File: config.mk
export PLATFORM = sky130hd
export DESIGN_NAME = temon_top
export DESIGN_NICKNAME = d
export VERILOG_FILES = /design/src/hdl/temon_pkg.sv /design/src/hdl/temon_tick.sv /design/src/hdl/temon_top.sv
export SDC_FILE = /design/constraint.sdc
export NUM_CORES = 1
export LEC_CHECK = 0
export BUFFER_PORTS_ARGS = -buffer_cell sky130_fd_sc_hd__buf_2
export CAP_MARGIN = 20
export CORE_MARGIN = 1.5
export CORE_UTILIZATION = 25
export DETAILED_ROUTE_END_ITERATION = 8
export PLACE_DENSITY_LB_ADDON = 0.1
export SYNTH_ARGS = -nofsm -noshare
export SYNTH_HDL_FRONTEND = slang
export SYNTH_SLANG_ARGS = --single-unit
export TNS_END_PERCENT = 10
File: constraint.sdc
create_clock -name sys_clk_in -period 8.3 [get_ports sys_clk_in]
set_clock_uncertainty 0.1 [all_clocks]
set_input_delay 1.245 -clock sys_clk_in [delete_from_list [all_inputs] [get_ports sys_clk_in]]
set_output_delay 1.245 -clock sys_clk_in [all_outputs]
set_load 0.1 [all_outputs]
File: src/hdl/temon_pkg.sv
package temon_pkg;
  // parameter addresses, kept as the printed register offsets
  localparam logic [15:0] ADDR_PEAK = 16'h111e;
  localparam logic [15:0] ADDR_LIMIT = 16'h121c;
  localparam logic [15:0] ADDR_NOW = 16'h1e24;
  localparam logic [31:0] LIMIT_RESET = 32'h0000_2710;
  localparam logic [31:0] LIMIT_MIN = 32'h0000_0001;
  localparam logic [31:0] LIMIT_MAX = 32'h001e_8480;
  localparam logic [31:0] PEAK_RESET = 32'h0000_0000;
  localparam int CLK_HZ = 40000000;
  localparam int TICK_US = 1000;
  localparam int TICK_CYCLES = CLK_HZ / 1000000 * TICK_US;
  localparam logic [15:0] TICK_LAST = 16'(TICK_CYCLES - 1);
endpackage : temon_pkg

File: src/hdl/temon_tick.sv
`timescale 1ns/1ps
`default_nettype none
// one-cycle pulse every millisecond
module temon_tick (
  input wire logic sys_clk_in, // clock
  input wire logic rst_in, // sync reset
  output logic tick_out // 1 ms pulse
);
  logic [15:0] count;
  wire logic wrap = (count == temon_pkg::TICK_LAST);
  always_ff @(posedge sys_clk_in) begin
    if (rst_in) begin
      count <= 16'h0000;
      tick_out <= 1'b0;
    end else begin
      count <= wrap ? 16'h0000 : count + 16'h0001; // RULE12
      tick_out <= wrap;
    end
  end
endmodule : temon_tick
`default_nettype wire

File: src/hdl/temon_top.sv
// Operation
// [RULE1] compare only torque-producing deviation part
// [RULE2] error is offset minus velocity-dependent offset
// [RULE3] operator derives minimum limit from gains
// [RULE4] operator uses current ceiling as reference
// [RULE5] derivation uses proportional path only
// [RULE6] reaching limit flags error, stops motion
// [RULE7] operator sets limit five times minimum
// [RULE8] unsigned 32-bit peak value readable
// [RULE9] any write clears stored peak
// [RULE10] report signed present deviation read-only
// [RULE11] limit 1..2000000, default 10000, read-write
// [RULE12] evaluate once every millisecond
// [RULE13] tick updates peak when magnitude larger
`timescale 1ns/1ps
`default_nettype none
module temon_top (
  input wire logic sys_clk_in, // clock 40 MHz
  input wire logic rst_in, // sync reset, active high
  input wire logic [31:0] pos_offset_in, // position regulation offset
  input wire logic [31:0] vel_offset_in, // velocity-dependent offset
  input wire logic reg_wr_in, // parameter write strobe
  input wire logic reg_rd_in, // parameter read strobe
  input wire logic [15:0] reg_addr_in, // parameter address
  input wire logic [31:0] reg_wdata_in, // write data
  input wire logic fault_ack_in, // clears tracking error flag
  output logic [31:0] reg_rdata_out, // read data
  output logic reg_rvalid_out, // read data valid
  output logic reg_err_out, // unmapped or rejected access
  output logic [31:0] deviation_now_out, // present deviation
  output logic tracking_error_out, // tracking error latched
  output logic motion_stop_out // shut down movement
);
  logic tick;
  logic [31:0] deviation_now;
  logic [31:0] deviation_peak_hold;
  logic [31:0] deviation_trip_limit;
  logic [31:0] next_peak;

  temon_tick u_tick (
    .sys_clk_in(sys_clk_in),
    .rst_in(rst_in),
    .tick_out(tick)
  );

  // torque part only: feed-forward share removed
  wire logic [31:0] torque_dev = pos_offset_in - vel_offset_in; // RULE1 RULE2
  wire logic [31:0] dev_mag = torque_dev[31] ? (32'h0000_0000 - torque_dev) : torque_dev;
  wire logic peak_grow = tick && (dev_mag > deviation_peak_hold); // RULE13
  wire logic trip = tick && (dev_mag >= deviation_trip_limit); // RULE6

  wire logic hit_peak = (reg_addr_in == temon_pkg::ADDR_PEAK);
  wire logic hit_limit = (reg_addr_in == temon_pkg::ADDR_LIMIT);
  wire logic hit_now = (reg_addr_in == temon_pkg::ADDR_NOW);
  wire logic mapped = hit_peak || hit_limit || hit_now;
  wire logic limit_ok = (reg_wdata_in >= temon_pkg::LIMIT_MIN) && (reg_wdata_in <= temon_pkg::LIMIT_MAX);
  wire logic limit_wr = reg_wr_in && hit_limit && limit_ok; // RULE11
  wire logic peak_clr = reg_wr_in && hit_peak; // RULE9
  wire logic wr_bad = reg_wr_in && (!mapped || hit_now || (hit_limit && !limit_ok));
  wire logic rd_bad = reg_rd_in && !mapped;
  wire logic [31:0] rd_mux = hit_peak ? deviation_peak_hold :
                             hit_limit ? deviation_trip_limit :
                             hit_now ? deviation_now : 32'h0000_0000;

  // clear wins over a same-cycle grow: the write is the later event
  always_comb begin
    next_peak = deviation_peak_hold;
    if (peak_grow) begin
      next_peak = dev_mag; // RULE8 RULE13
    end
    if (peak_clr) begin
      next_peak = temon_pkg::PEAK_RESET; // RULE9
    end
  end

  always_ff @(posedge sys_clk_in) begin
    if (rst_in) begin
      deviation_peak_hold <= temon_pkg::PEAK_RESET;
      deviation_trip_limit <= temon_pkg::LIMIT_RESET;
      deviation_now <= 32'h0000_0000;
    end else begin
      deviation_peak_hold <= next_peak;
      if (limit_wr) begin
        deviation_trip_limit <= reg_wdata_in; // RULE11
      end
      if (tick) begin
        deviation_now <= torque_dev; // RULE10 RULE12
      end
    end
  end

  always_ff @(posedge sys_clk_in) begin
    if (rst_in) begin
      tracking_error_out <= 1'b0;
      motion_stop_out <= 1'b0;
    end else if (trip) begin
      tracking_error_out <= 1'b1; // RULE6
      motion_stop_out <= 1'b1; // RULE6
    end else if (fault_ack_in) begin
      tracking_error_out <= 1'b0;
      motion_stop_out <= 1'b0;
    end
  end

  always_ff @(posedge sys_clk_in) begin
    if (rst_in) begin
      reg_rdata_out <= 32'h0000_0000;
      reg_rvalid_out <= 1'b0;
      reg_err_out <= 1'b0;
      deviation_now_out <= 32'h0000_0000;
    end else begin
      reg_rdata_out <= reg_rd_in ? rd_mux : 32'h0000_0000; // RULE8 RULE10
      reg_rvalid_out <= reg_rd_in && mapped;
      reg_err_out <= wr_bad || rd_bad;
      deviation_now_out <= deviation_now;
    end
  end
endmodule : temon_top
`default_nettype wire

Yosys cells after proc, flatten, opt, wreduce, memory -nomap -nowiden
Index checks and enable logic that the tools add are counted.
{ "word_totals": {"reg_bits": 180, "word_cells": 49, "output_inout_bits": 68, "inputBits": 117} }
{ "op_classes": {"n_lt_le_gt_ge": 4, "reduce_logical": 21, "addsub": 3, "n_eq_ne": 4, "mux": 6, "bitwise": 1} }
{ "op_table": {"columns": ["op", "n"], "rows": [
  ["$mux 32", 4],
  ["$eq 16x13->1 const B", 3],
  ["$ge 32x1->1 const B", 1],
  ["$ge 32x32->1", 1],
  ["$gt 32x32->1", 1],
  ["$le 32x21->1 const B", 1],
  ["$sub 1x32->32 const A", 1],
  ["$sub 32x32->32", 1],
  ["$add 16x1->16 const B", 1],
  ["$eq 16x16->1 const B", 1],
  ["$logic_and 1x1->1", 10],
  ["$reduce_or 2->1", 3],
  ["$logic_or 1x1->1", 5],
  ["$logic_not 1->1", 2],
  ["$mux 1", 2],
  ["$reduce_bool 2->1", 1],
  ["$not 1->1", 1]
]} }

Logic depth before layout (Yosys ltp)
{ "logic_depth": {"ltp_word": 8, "depth_mapped": 26, "mapped_depth_nobuf": 25} }

Cells and area by module
A second synthesis with hierarchy kept.
{ "hier_totals": {"hier_cells": 1298, "area_unflattened_um2": 10859.2} }
{ "by_module_without_submodules": {"columns": ["module", "instances", "cells_each", "area_per_inst_um2", "seq_area_each_um2"], "rows": [
  ["temon_top", 1, 1219, 10110.9, 3263.1],
  ["temon_tick", 1, 79, 748.2, 340.3]
]} }

Least setup slack after synthesis
OpenSTA, ideal clock, no wires.
{ "synth_path": {"kind": "input to register", "from": "input pos_offset_in[0]", "to": "register deviation_peak_hold[8]", "arrival_ns": 5.993, "cell_stages": 25, "t_required_ns": 8.084, "setup_time_ns": 0.116, "n_path_buf": 2, "path_slack_ns": 2.090, "path_cell_list": "inv_1 > ha_1 > inv_1 > fa_1 > a21o_2 > a221oi_4 > o21bai_2 > or3_4 > a221oi_4 > and4_1 > nor3b_4 > a21oi_1 > xor2_1 > ha_1 > a21oi_1 > nor2_1 > a2111oi_0 > o31ai_1 > a31oi_1 > o31a_1 > o21a_1 > buf_6 > clkbuf_1 > nand2_1 > o211a_1"} }
{ "synth_via": {"elab_chain_cells": 5} }
{ "synth_lines": {"columns": ["item", "line", "text"], "rows": [
  ["from (decl)", "temon_top.sv:20", "input wire logic [31:0] pos_offset_in,"],
  ["$sub 32x32->32 *", "temon_top.sv:47", "wire logic [31:0] torque_dev = pos_offset_in - vel_offset_in;"],
  ["$sub 1x32->32", "temon_top.sv:48", "wire logic [31:0] dev_mag = torque_dev[31] ? (32'h0000_0000 - torque_dev) : torque_dev;"],
  ["$mux 32 *", "temon_top.sv:48", null],
  ["net dev_mag[17]", "temon_top.sv:48", null],
  ["$gt 32x32->1 *", "temon_top.sv:49", "wire logic peak_grow = tick && (dev_mag > deviation_peak_hold);"],
  ["$logic_and 1x1->1 *", "temon_top.sv:49", null],
  ["to (signal assigned)", "temon_top.sv:78", "deviation_peak_hold <= temon_pkg::PEAK_RESET;"],
  ["to (signal assigned)", "temon_top.sv:82", "deviation_peak_hold <= next_peak;"],
  ["to (decl)", "temon_top.sv:36", "logic [31:0] deviation_peak_hold;"]
]} }
Mark *: on every way through the listed nets, which the timed path passes. The rest lies on a longest branch.
A chain may end at the register's enable or synchronous reset.

Worst setup path in the final report
{ "layout_path": {"from": "input pos_offset_in[0]", "to": "register deviation_peak_hold[1]"} }
Same word-level chain as after synthesis.

==> impl_results.md <==
- Vias: approximately 9900
- HPWL Detailed: 29000 µm
- Post-CTS Setup Inserts: 0
- Async SR Flop Fraction: 0%
- Clock power frac: a little under a third
- WHS: around 0.37 ns
- RSZ-0062 raised after global routing: no
- Synth warn: 0
- WS Path Type: input port to flop
- Crit path time final: 6.77 ns
- Combinational share of power: about 34%
- Total track usage: between 10% and 20%
- Layout fillers: 4827
- Post-synth top area share: approximately 33%
- Clock buffer count from CTS: 17
- Tot Pwr: about 2.5 mW
- Sequential share of power: around 35%
- Fraction of layout cells with a size suffix above 1: a little under a fifth
- CORE AREA: 0.0434 mm²
- Worst path slowest cell: buf_4
- Top FF cell, synth: dfxtp_1
- Cts repair resizes: 0
- Worst skew pair latency: 0.46 ns
- Syn Std Cell Area: roughly 0.011 mm²
- Hold Path Class: flop to flop
- Synth area leader: dfxtp_1
- Synth cell types: 85
- Initial antenna violation count: 0
- Startpoint Class: input port
- Sw Pwr: 915 µW
- Slew @ Worst Pin: approximately 1.1 ns
- Vias/cell: 4.78
- TritonCTS clock tree: done
- Deepest clock path buffer count: 2
- Critical path required time: between 8 and 9 ns
- Mean Syn Cell Area: roughly 8.4 µm²
- Root Buffer: clkbuf_16
- Total die area: between 0.04 and 0.05 mm²
- Critical Path Max Stage Delay: 0.46 ns
- Met1 usage: a little under a quarter
- Sequential element share of the synthesized area: approximately a third
- Initial drt markers: slightly below 600
- Most Crowded Layer GR: met2
- Met2 Resource Use GR: between 20% and 30%
- Clock-pin slew on the worst setup and hold paths: about 0.07 ns
- Outcome: completed
- Pwr Density: ~190 mW/mm²
- Boundary Pins: approximately 190
- Final worst path period share: 81.6%
- Setup_tns: 0 ns
- Final Max Tran Viols: 0
- # setup viols final: 0
- Sw Share: about 37%
- Endpoints failing hold: 0
- Internal: roughly 1.6 mW
- Max transition margin: around 28%
- Gpl congestion: around 0.8
- Die X: about 210 µm
- Worst Setup End Kind: flop
- Drt drc: 0
- Seq cells post-synth: 180
- Arrival time at the worst endpoint: between 7 and 8 ns
- Layout Nets: 1692
- CTS H-tree depth: 4
- Maximum clock rate: about 0.15 GHz
- GRT overflow: 0
- Pin count of the biggest net entering global routing: 70
- Initial Util: between 20% and 30%
- Hold-fix buffers, CTS: 0
- Vias in the first global route: 9873
- Total routed wirelength: 37400 µm
- Post-DRT Antenna Nets: 0
- GR Util met3: approximately 2.4%
- Clock sink total: between 150 and 200
- Avg WL per Cell: 18.0 µm
- DIE HEIGHT: ~210 µm
- EDFF count, synth: 0
- Leak pwr: approximately 5.6 nW
- Post-synthesis cell count: roughly 1300
- Port Buffers: between 150 and 200
- Detailed Routing Iterations Pass 1: 8
- Critical Path Fanout Max: just over 40
- Mapped Nets: 1535
- Synth-to-Final Area Change: 18.6%
- Diode count: 0
- Number of max-cap violations: 0
- First-pass GRT wire length: approximately 57000 µm
- Core Rows: 76
- Area contributors post-synth: dfxtp_1, ha_1, a21oi_1, nor2_1, mux2i_1
- Peak VDD IR: roughly 0.11 mV
==> state kept, by name, indices dropped and copies added, names as in the netlist <==
signal / cells
deviation_now: 32
deviation_now_out: 32
deviation_peak_hold: 32
deviation_trip_limit: 32
reg_rdata_out: 32
u_tick.count: 16
motion_stop_out: 1
reg_err_out: 1
reg_rvalid_out: 1
u_tick.tick_out: 1
==> power by group through the flow <==
stage / logic, mW / registers, mW / clock network (mW)
final: 0.842 / 0.866 / 0.793
after floorplan: 0.578 / 0.888 / 0
after detailed placement: 0.844 / 0.886 / 0
after global routing: 0.951 / 0.866 / 0.864
after global placement: 0.841 / 0.886 / 0
after CTS: 0.848 / 0.865 / 0.830
==> cell families after synthesis <==
| logic type | Yosys count | synth area share (%) |
|---|---|---|
| mux | 51 | 4.66 |
| buf+inv | 172 | 6.28 |
| compound gates | 323 | 20.5 |
| simple gates | 435 | 20.0 |
| flops | 180 | 32.5 |
| fa+ha+maj | 98 | 11.1 |
| xor+xnor | 61 | 4.82 |
==> cell usage in the layout (no fill, tap or decap), types with 9 or more instances in the layout <==
| cell | netlist | layout |
|---|---|---|
| a21o_1 | 27 | 27 |
| xnor2_1 | 34 | 34 |
| o21ai_0 | 40 | 40 |
| ha_1 | 97 | 97 |
| a21oi_1 | 114 | 113 |
| buf_4 | 3 | 18 |
| dfxtp_1 | 180 | 179 |
| inv_1 | 108 | 108 |
| a222oi_1 | 18 | 18 |
| xor2_1 | 27 | 27 |
| buf_2 | 0 | 183 |
| nor3_1 | 35 | 35 |
| nor2_1 | 149 | 148 |
| mux2i_1 | 46 | 46 |
| a211oi_1 | 15 | 15 |
| o211a_1 | 26 | 26 |
| nand2b_1 | 10 | 10 |
| nand2_1 | 75 | 75 |
| or3_1 | 9 | 9 |
| clkbuf_16 | 0 | 17 |
| a31oi_1 | 10 | 10 |
| nand3_1 | 29 | 29 |
| o21a_1 | 15 | 15 |
| nor2b_1 | 42 | 42 |
| nand4_1 | 26 | 26 |
==> critical path: cells and delay by family <==
family,cells,cell delay (ns)
AOI/OAI and AO/OA,12,2.76
and+or+nand+nor,5,1.13
adders and majority gates,3,0.89
buffers and inverters,4,0.66
xor gates and xnor gates,1,0.31
==> per-layer routing <==
metal	part of all wire (%)	vias to the layer above
met5	0	-
met4	1.3	0
met3	3.4	26
met2	44	191
met1	52	4696
li1	-	5015
==> worst paths after layout <==
check	startpoint	slack [ns]	to	depth (start not counted)
worst max-delay path	pos_offset_in[0]	1.53	deviation_peak_hold[1]	25
worst min-delay path	u_tick.count[0]	0.37	u_tick.count[0]	1
worst max register to register	deviation_peak_hold[2]	5.16	deviation_peak_hold[1]	12
worst min register to register	u_tick.count[0]	0.37	u_tick.count[0]	1
==> cells in the mapped netlist (all sizes together) (30+ instances only) <==
cell,n
inv,108
dfxtp,180
a21o,30
ha,97
mux2i,46
clkbuf,49
xnor2,34
o21ai,41
nor2,149
nor3,36
nor2b,42
a21oi,114
nand2,75
==> layout make-up <==
cell class / count / area (µm²) / area share [%]
clock inverter: 12 / 95.1 / 0.724
sequential: 180 / 3600 / 27.4
inverter: 108 / 405 / 3.09
multi-input combinational: 968 / 6790 / 51.7
tap: 585 / 732 / 5.57
clock buffer: 20 / 447 / 3.40
timing repair buffer: 202 / 1060 / 8.09
==> through the flow <==
| stage | cells | instance area (µm²) | setup WS [ns] | utilization, % |
|---|---|---|---|---|
| after floorplan | 1320 | 11100 | 2.09 | - |
| after global placement | 2042 | 12600 | 1.18 | 29.0 |
| after detailed placement | 2043 | 12600 | 1.07 | 29.0 |
| after CTS | 2075 | 13100 | 1.55 | 30.3 |
| after global routing | 2075 | 13100 | 0.993 | 30.3 |
| final | 2075 | 13100 | 1.53 | 30.3 |
Note: power is estimated with default switching activity, not from simulation.
